## config.mk

```make
export PLATFORM = sky130hd
export DESIGN_NAME = fepd_power_ctrl
export DESIGN_NICKNAME = d
export VERILOG_FILES = /design/src/core/fepd_pkg.sv /design/src/core/fepd_power_ctrl.sv
export SDC_FILE = /design/constraint.sdc
export NUM_CORES = 1
export LEC_CHECK = 0
export BUFFER_PORTS_ARGS = -buffer_cell sky130_fd_sc_hd__buf_2
export CORE_MARGIN = 3
export CORE_UTILIZATION = 54
export DETAILED_ROUTE_END_ITERATION = 16
export GPL_TIMING_DRIVEN = 0
export PLACE_DENSITY = 0.77
export SLEW_MARGIN = 20
export SYNTH_ARGS = -nofsm -noshare
export SYNTH_HDL_FRONTEND = slang
export SYNTH_SLANG_ARGS = --single-unit
```

## constraint.sdc

```tcl
create_clock -name clk_i -period 2.1 [get_ports clk_i]
set_input_delay 0 -clock clk_i [delete_from_list [all_inputs] [get_ports clk_i]]
set_output_delay 0 -clock clk_i [all_outputs]
set_load 0.02 [all_outputs]
```

## src/core/fepd_pkg.sv

```systemverilog
// Contract
// RULE1: Select pin low: first mask powers blocks down
// RULE2: Select pin high: second mask powers blocks down
// RULE3: Select pin acts at once, no write needed
// RULE4: Reset: first mask zero, second all but synthesizer
// RULE5: Shared bit map, synthesizer bit 7 down to amplifier
// RULE6: Only four blocks get fast burst switching
// RULE7: Full duplex: software programs complementary path masks
// RULE8: Tx burst: rx off 100 ns, tx on 0.5 us
// RULE9: Rx burst: tx off 100 ns, rx on 2 us
// RULE10: Silence pin low: line driver off, filter disabled (the code does this only in full duplex; the pin is ignored in half duplex)
// RULE11: Controller flushes filter with zeros around power-down
// RULE12: Half-duplex control register acts only in half duplex
// RULE13: Default half duplex: tx gate controls, converter stays
// RULE14: Tx gate fall starts delayed shutdown, then off quickly
// RULE15: Five-bit delay in word clocks, reset value 31
// RULE16: Midscale flush for 33 word clocks before power-down
// RULE17: Tx gate rise powers tx up without delay
// RULE18: Default: tx gate fall rx on, rise rx off
// RULE19: Rx select: rx gate rise on, fall off
// RULE20: Clear enable bits to disable fast power-down
// RULE21: Duplex strap low half duplex, high full duplex
// RULE22: Block off when any active source asks it
// RULE23: Gate edges found synchronously before delay counter starts
package fepd_pkg;
    // ****************
    // Register map
    // ****************
    localparam int          ADDR_W      = 7;
    localparam logic [6:0]  REG_MASK_A  = 7'h01;
    localparam logic [6:0]  REG_MASK_B  = 7'h02;
    localparam logic [6:0]  REG_HD_CTRL = 7'h03;
    localparam logic [7:0]  MASK_A_RST  = 8'h00;
    localparam logic [7:0]  MASK_B_RST  = 8'h7F;
    localparam logic [7:0]  HD_CTRL_RST = 8'hFB;
    // ****************
    // Bit map of blocks
    // ****************
    localparam int BIT_SYNTH  = 7;
    localparam int BIT_TXCONV = 6;
    localparam int BIT_TXDIG  = 5;
    localparam int BIT_REF    = 4;
    localparam int BIT_CML    = 3;
    localparam int BIT_RXCONV = 2;
    localparam int BIT_BIAS   = 1;
    localparam int BIT_RXAMP  = 0;
    // Half-duplex control fields
    localparam int HD_DLY_MSB = 7;
    localparam int HD_DLY_LSB = 3;
    localparam int HD_RXSEL   = 2;
    localparam int HD_TX_BURST_GATE    = 1;
    localparam int HD_RX_BURST_GATE    = 0;
    // ****************
    // Timing
    // ****************
    localparam int CLK_MHZ      = 20;
    localparam int FAST_OFF_NS  = 100;
    localparam int TX_ON_NS     = 500;
    localparam int RX_ON_NS     = 2000;
    localparam int FAST_OFF_CYC = FAST_OFF_NS * CLK_MHZ / 1000;
    localparam int TX_ON_CYC    = TX_ON_NS * CLK_MHZ / 1000;
    localparam int RX_ON_CYC    = RX_ON_NS * CLK_MHZ / 1000;
    localparam logic [5:0] FLUSH_WCLK = 6'h21;
    localparam int SPI_BITS     = 16;
endpackage

```

## src/core/fepd_power_ctrl.sv

```systemverilog
`timescale 1ns/10ps
`default_nettype none
module fepd_power_ctrl #(
    parameter int DLY_W = 5
) (
    input  wire logic       clk_i,
    input  wire logic       reset_n_i,
    input  wire logic       ce_i,
    input  wire logic       duplex_sel_i,
    input  wire logic       power_select_pin_i,
    input  wire logic       tx_burst_gate_i,
    input  wire logic       rx_burst_gate_i,
    input  wire logic       tx_silence_pin_n_i,
    input  wire logic       tx_word_clock_i,
    input  wire logic       spi_sclk_i,
    input  wire logic       spi_cs_n_i,
    input  wire logic       spi_sdi_i,
    output logic            spi_sdo_o,
    output logic            spi_sdo_oe_n_o,
    output logic [7:0]      block_pd_o,
    output logic            line_driver_amp_pd_o,
    output logic            interp_disable_o,
    output logic            interp_flush_o
);
    import fepd_pkg::*;

    if (DLY_W != HD_DLY_MSB - HD_DLY_LSB + 1) begin : g_chk
        $error("DLY_W must match the delay field");
    end

    function automatic logic rise(input logic cur, input logic prev);
        return cur & ~prev;
    endfunction

    // ****************
    // Registers and strap
    // ****************
    logic [7:0]       mask_a_r;
    logic [7:0]       mask_b_r;
    logic [7:0]       hd_ctrl_r;
    logic             hd_mode_r;
    logic             strap_done_r;
    logic             sclk_q;
    logic [15:0]      sh_r;
    logic [3:0]       bit_cnt_r;
    logic [7:0]       rd_sh_r;
    logic             rd_act_r;
    logic             sck_rise;
    logic             sck_fall;
    logic             wr_stb;
    logic [ADDR_W-1:0] wr_addr;
    logic [7:0]       wr_data;

    function automatic logic [7:0] reg_rd(input logic [ADDR_W-1:0] a,
                                          input logic [7:0] ma,
                                          input logic [7:0] mb,
                                          input logic [7:0] hc);
        case (a)
            REG_MASK_A:  return ma;
            REG_MASK_B:  return mb;
            REG_HD_CTRL: return hc;
            default:     return 8'h00;
        endcase
    endfunction

    assign sck_rise = rise(spi_sclk_i, sclk_q);
    assign sck_fall = rise(sclk_q, spi_sclk_i);
    assign wr_stb   = sck_rise & ~spi_cs_n_i & (bit_cnt_r == 4'hF) & ~sh_r[14];
    assign wr_addr  = sh_r[13:7];
    assign wr_data  = {sh_r[6:0], spi_sdi_i};

    always_ff @(posedge clk_i or negedge reset_n_i) begin
        if (!reset_n_i) begin
            sclk_q    <= 1'b0;
            sh_r      <= 16'h0000;
            bit_cnt_r <= 4'h0;
            rd_sh_r   <= 8'h00;
            rd_act_r  <= 1'b0;
        end else if (ce_i) begin
            sclk_q <= spi_sclk_i;
            if (spi_cs_n_i) begin
                bit_cnt_r <= 4'h0;
                rd_act_r  <= 1'b0;
            end else if (sck_rise) begin
                sh_r      <= {sh_r[14:0], spi_sdi_i};
                bit_cnt_r <= bit_cnt_r + 4'h1;
                if (bit_cnt_r == 4'h7) begin
                    rd_act_r <= sh_r[6];
                    rd_sh_r  <= reg_rd({sh_r[5:0], spi_sdi_i}, mask_a_r, mask_b_r, hd_ctrl_r);
                end
            end else if (sck_fall && rd_act_r && bit_cnt_r >= 4'h9) begin
                rd_sh_r <= {rd_sh_r[6:0], 1'b0};
            end
        end
    end

    assign spi_sdo_o      = rd_sh_r[7];
    assign spi_sdo_oe_n_o = ~(rd_act_r & ~spi_cs_n_i);

    always_ff @(posedge clk_i or negedge reset_n_i) begin
        if (!reset_n_i) begin
            mask_a_r  <= MASK_A_RST; // [RULE4]
            mask_b_r  <= MASK_B_RST; // [RULE4]
            hd_ctrl_r <= HD_CTRL_RST; // [RULE15]
        end else if (ce_i && wr_stb) begin
            if (wr_addr == REG_MASK_A) begin
                mask_a_r <= wr_data;
            end
            if (wr_addr == REG_MASK_B) begin
                mask_b_r <= wr_data;
            end
            if (wr_addr == REG_HD_CTRL) begin
                hd_ctrl_r <= wr_data;
            end
        end
    end

    // Strap caught on the first enabled edge after release
    always_ff @(posedge clk_i or negedge reset_n_i) begin
        if (!reset_n_i) begin
            hd_mode_r    <= 1'b1;
            strap_done_r <= 1'b0;
        end else if (ce_i && !strap_done_r) begin
            hd_mode_r    <= ~duplex_sel_i; // [RULE21]
            strap_done_r <= 1'b1;
        end
    end

    // ****************
    // Burst gate edges
    // ****************
    logic             tx_q;
    logic             rx_q;
    logic             wclk_q;
    logic             tx_rise;
    logic             tx_fall;
    logic             rx_rise;
    logic             rx_fall;
    logic             wclk_rise;

    always_ff @(posedge clk_i or negedge reset_n_i) begin
        if (!reset_n_i) begin
            tx_q   <= 1'b0;
            rx_q   <= 1'b0;
            wclk_q <= 1'b0;
        end else if (ce_i) begin
            tx_q   <= tx_burst_gate_i;
            rx_q   <= rx_burst_gate_i;
            wclk_q <= tx_word_clock_i;
        end
    end

    assign tx_rise   = rise(tx_burst_gate_i, tx_q); // [RULE23]
    assign tx_fall   = rise(tx_q, tx_burst_gate_i); // [RULE23]
    assign rx_rise   = rise(rx_burst_gate_i, rx_q);
    assign rx_fall   = rise(rx_q, rx_burst_gate_i);
    assign wclk_rise = rise(tx_word_clock_i, wclk_q);

    // ****************
    // Tx delayed shutdown and flush
    // ****************
    logic [DLY_W-1:0] dly_cnt_r;
    logic             dly_run_r;
    logic             tx_off_r;
    logic [5:0]       fl_cnt_r;
    logic [DLY_W-1:0] dly_cfg;

    assign dly_cfg = hd_ctrl_r[HD_DLY_MSB:HD_DLY_LSB];

    always_ff @(posedge clk_i or negedge reset_n_i) begin
        if (!reset_n_i) begin
            dly_cnt_r <= '0;
            dly_run_r <= 1'b0;
            tx_off_r  <= 1'b1;
        end else if (ce_i) begin
            if (tx_rise) begin
                dly_run_r <= 1'b0; // [RULE17]
                tx_off_r  <= 1'b0; // [RULE17]
            end else if (tx_fall) begin
                dly_cnt_r <= dly_cfg; // [RULE14] [RULE15]
                dly_run_r <= (dly_cfg != '0);
                tx_off_r  <= (dly_cfg == '0);
            end else if (dly_run_r && wclk_rise) begin
                dly_cnt_r <= dly_cnt_r - 1'b1; // [RULE15]
                if (dly_cnt_r == 1) begin
                    dly_run_r <= 1'b0;
                    tx_off_r  <= 1'b1; // [RULE14]
                end
            end
        end
    end

    always_ff @(posedge clk_i or negedge reset_n_i) begin
        if (!reset_n_i) begin
            fl_cnt_r <= 6'h00;
        end else if (ce_i) begin
            if (tx_rise) begin
                fl_cnt_r <= 6'h00;
            end else if (tx_fall) begin
                fl_cnt_r <= FLUSH_WCLK; // [RULE16]
            end else if (fl_cnt_r != 6'h00 && wclk_rise) begin
                fl_cnt_r <= fl_cnt_r - 6'h01; // [RULE16]
            end
        end
    end

    // ****************
    // Rx path burst control
    // ****************
    logic rx_off_r;

    always_ff @(posedge clk_i or negedge reset_n_i) begin
        if (!reset_n_i) begin
            rx_off_r <= 1'b0;
        end else if (ce_i) begin
            if (hd_ctrl_r[HD_RXSEL]) begin
                if (rx_rise) begin
                    rx_off_r <= 1'b0; // [RULE19]
                end else if (rx_fall) begin
                    rx_off_r <= 1'b1; // [RULE19]
                end
            end else if (tx_rise) begin
                rx_off_r <= 1'b1; // [RULE18] [RULE8]
            end else if (tx_fall) begin
                rx_off_r <= 1'b0; // [RULE18] [RULE9]
            end
        end
    end

    // ****************
    // Power-down combining
    // ****************
    logic [7:0] sel_mask;
    logic [7:0] burst_pd;
    logic       drv_burst;
    logic       quiet;
    logic       tx_fast;
    logic       rx_fast;

    assign sel_mask  = power_select_pin_i ? mask_b_r : mask_a_r; // [RULE1] [RULE2] [RULE3]
    assign tx_fast   = hd_mode_r & hd_ctrl_r[HD_TX_BURST_GATE]; // [RULE12] [RULE20]
    assign rx_fast   = hd_mode_r & hd_ctrl_r[HD_RX_BURST_GATE]; // [RULE12] [RULE20]
    assign drv_burst = tx_fast & tx_off_r; // [RULE13]
    assign quiet     = ~hd_mode_r & ~tx_silence_pin_n_i; // [RULE10]

    always_comb begin
        burst_pd             = 8'h00; // [RULE6]
        burst_pd[BIT_TXDIG]  = drv_burst & (fl_cnt_r == 6'h00); // [RULE16]
        burst_pd[BIT_RXCONV] = rx_fast & rx_off_r;
        burst_pd[BIT_RXAMP]  = rx_fast & rx_off_r;
    end

    always_ff @(posedge clk_i or negedge reset_n_i) begin
        if (!reset_n_i) begin
            block_pd_o           <= MASK_A_RST;
            line_driver_amp_pd_o <= 1'b0;
            interp_disable_o     <= 1'b0;
            interp_flush_o       <= 1'b0;
        end else if (ce_i) begin
            block_pd_o           <= sel_mask | burst_pd; // [RULE22] [RULE5]
            line_driver_amp_pd_o <= sel_mask[BIT_TXCONV] | drv_burst | quiet; // [RULE22]
            interp_disable_o     <= quiet | sel_mask[BIT_TXDIG] | burst_pd[BIT_TXDIG]; // [RULE10]
            interp_flush_o       <= (fl_cnt_r != 6'h00) & tx_fast;
        end
    end

    // ****************
    // Assertions
    // ****************
    localparam int FAST_C = FAST_OFF_CYC;
endmodule
`default_nettype wire

```

==> impl_metrics.yaml <==
status:
  status: "completed"
global_routing:
  grt_pass1_wl_mm: 14.4
  gr-usage-all-layers_pct: 21.6
  grt_pass1_vias: 2845
  grt_max_degree: 53
  grt-ovfl-total: 0
  grt_antenna_before_repair: 0
yosys:
  yosysTopAreaCell: "dfrtp_1"
  synth_ff_type: "dfrtp_1"
  synth_area_leaders: "dfrtp_1 (42%), mux2_2 (16%), dfstp_2 (10%)"
  synth_area_um2: 4040
  yosys_warnings: 0
  synth_edf_count: 0
  async_reset_ff_share_pct: 100
  yosysTopAreaCellShare_pct: 41.5
  synth_area_per_cell_um2: 11.4
  syn-num-nets: 375
  ys_seq_area_share_pct: 51.9
  synth_cell_types: 48
  netlist_instances: 354
  ys_ff_latch: 83
timing:
  fmax_ghz: 0.510
  worst_pin_slew_ps: 672
  skew_ps: 13.0
  hold_viol: 0
  drv_slew: 0
  period_needed_ps: 1960
  tns_ps: 0
  setup_viol: 0
  rsz0062_at_grt: "false"
  timing.slew.headroom_pct: 55.2
  fin_crit_sh_pct: 93.3
cells_and_area:
  nNetsFinal: 419
  fin_cells: 498
  drive_gt1_share_pct: 32.1
  post-route-util_pct: 65.9
  final_design_area_no_fill_um2: 4630
  n_antenna_cell: 0
  syn_to_final_growth_pct: 14.6
power_and_ir_drop:
  power.density_nw_per_um2: 811
  vdd_drop_max_mv: 0.392
  fin_total_pwr_w: 0.00375
  power.leakage_nw: 2.09
clock_network:
  clkLatencyLatePin_ps: 360
  cts_tree: "done"
  cts.sinks: 83
  cts_buffer_depth: 2
  cts_buffers: 9
  cts_root_buffer: "clkbuf_8"
  htree_levels: 3
  clk_pin_slew_worst_paths_ps: 90
setup_path:
  r2r-start: "bit_cnt_r[0]"
  worst_ep_arrival_time_ps: 2210
  timing.critical_path.to_type: "flop"
  critPathMaxFanout: 8
  start_kind: "flop"
  reg2reg_to: "mask_b_r[7]"
  critical_path_class: "flop to flop"
  cp_data_required_time_ps: 2350
  r2r_slack_ps: 140
  r2r_cells: 6
die:
  die_y_um: 92.5
  io_pins: 25
  die_area_um2: 8550
  rows: 30
  die_w_um: 92.5
  initial_core_util_pct: 57.5
  core_um2: 7020
routing:
  wl_mm: 8.57
  viasPerCell: 5.70
  ant_nets: 0
  drt_iter0_markers: 152
  post_drt_wl_per_cell_um: 17.2
  dr_total_vias: 2841
  drtPass1Iterations: 5
  drc: 0
placement:
  portBuffers: 23
  postPlaceCellArea_um2: 4300
  dp.cells: 474
  dpl.hpwl_mm: 5.88
  gp_congestion: 0.835
worst_hold_path:
  hp-start: "ce_i"
  min_to: "hd_mode_r"
  hold_class: "input pin to flop"
  whs_path_depth: 4
flow_run:
  drv_cap: 0
worst max-delay path by stage:
stage / to / cells after the start / slack (ps) / startpoint
floorplan: mask_a_r[0] / 5 / 140 / bit_cnt_r[0]
global placement: mask_a_r[3] / 5 / -120 / bit_cnt_r[0]
detailed placement: mask_a_r[2] / 5 / -210 / bit_cnt_r[0]
CTS: mask_b_r[7] / 6 / 50 / bit_cnt_r[0]
global route: mask_b_r[7] / 6 / 10 / bit_cnt_r[0]
finish: mask_b_r[7] / 6 / 140 / bit_cnt_r[0]
cell type report:
class / count / area [um2]
fill: 547 / 2390
sequential: 83 / 2100
multi-input combinational: 244 / 1860
timing repair buffer: 34 / 258
clock buffer: 10 / 128
tap: 96 / 120
clock inverter: 5 / 56.3
buffer: 12 / 55.1
inverter: 14 / 52.6
synth_stat cells (2+ instances only):
master	instances
nand3b_1	3
inv_1	14
nor3b_4	2
o22ai_1	2
dfstp_2	16
a41oi_1	2
a31oi_1	2
nand4_1	3
a21oi_1	9
o21ai_0	23
and3b_1	2
nand2_1	26
mux2i_1	10
a22oi_1	10
clkbuf_1	9
o2bb2ai_1	2
buf_2	2
nor2b_1	5
or2_2	3
mux2_2	59
nor3_1	4
or3_1	2
ha_1	9
nand3_1	12
nor2_1	28
nand2b_1	3
or4_1	4
dfrtp_1	67
a22o_1	2
sequential cells by signal (all words and copies together) (netlist names), 4 cells and up:
name / flops
bit_cnt_r: 4
block_pd_o: 8
hd_ctrl_r: 8
mask_b_r: 8
mask_a_r: 8
dly_cnt_r: 5
sh_r: 15
rd_sh_r: 8
fl_cnt_r: 6
report_power, final:
group	switching [W]	internal (W)
Clock	0.000573	0.000542
Sequential	0.000209	0.00177
Combinational	0.000369	0.000292
Total	0.00115	0.00260
metrics by stage:
stage | hold slack [ps] | worst slack [ps]
after global placement | 164 | -119
after global routing | 176 | 13.7
after floorplan | -296 | 140
after detailed placement | 81.6 | -206
final | 124 | 140
after CTS | 114 | 45.4
worst max-delay path: stages, from the launching register on:
cell	delay, ps
dfrtp_1	420
ha_2	240
nor4b_4	260
nand4_4	190
nor3b_4	270
buf_12	160
mux2_2	330
cell usage in the layout, fill, tap and decap left out, types with 5 or more instances in the layout:
cell	Yosys	layout
dfrtp_1	67	67
mux2_2	59	59
nor2_1	28	28
nand2_1	26	26
buf_2	2	24
o21ai_0	23	23
dfstp_2	16	16
inv_1	14	14
nand3_1	12	12
mux2i_1	10	10
a22oi_1	10	10
clkbuf_1	9	9
a21oi_1	9	9
clkbuf_8	0	9
ha_1	9	8
dlygate4sd3_1	0	8
nor2b_1	5	5
per-layer routing:
layer / GRT usage [%] / vias to the layer above / routed length, um
li1: - / 1366 / -
met1: 29.2 / 1409 / 3950
met2: 35.6 / 57 / 4180
met3: 3.01 / 9 / 310
met4: 8.04 / 0 / 129
met5: 0 / - / 0
kinds of logic after synthesis:
logic type                 after synthesis  synth area share [%]
AOI/OAI and AO/OA                       60                  9.42
adders and majority gates                9                  2.79
buffers and inverters                   27                  2.76
and+or+nand+nor                        106                  14.2
DFF                                     83                  51.9
muxes                                   69                  18.9
repair_timing:
item / in CTS / in global routing
pin swaps: 2 / 1
hold buffers: 8 / 0
hold endpoints to repair: 52 / 0
buffers inserted: 2 / 0
resized for setup: 2 / 3
endpoints found under the setup margin: 24 / 17
Power figures use the tool's default switching activity.
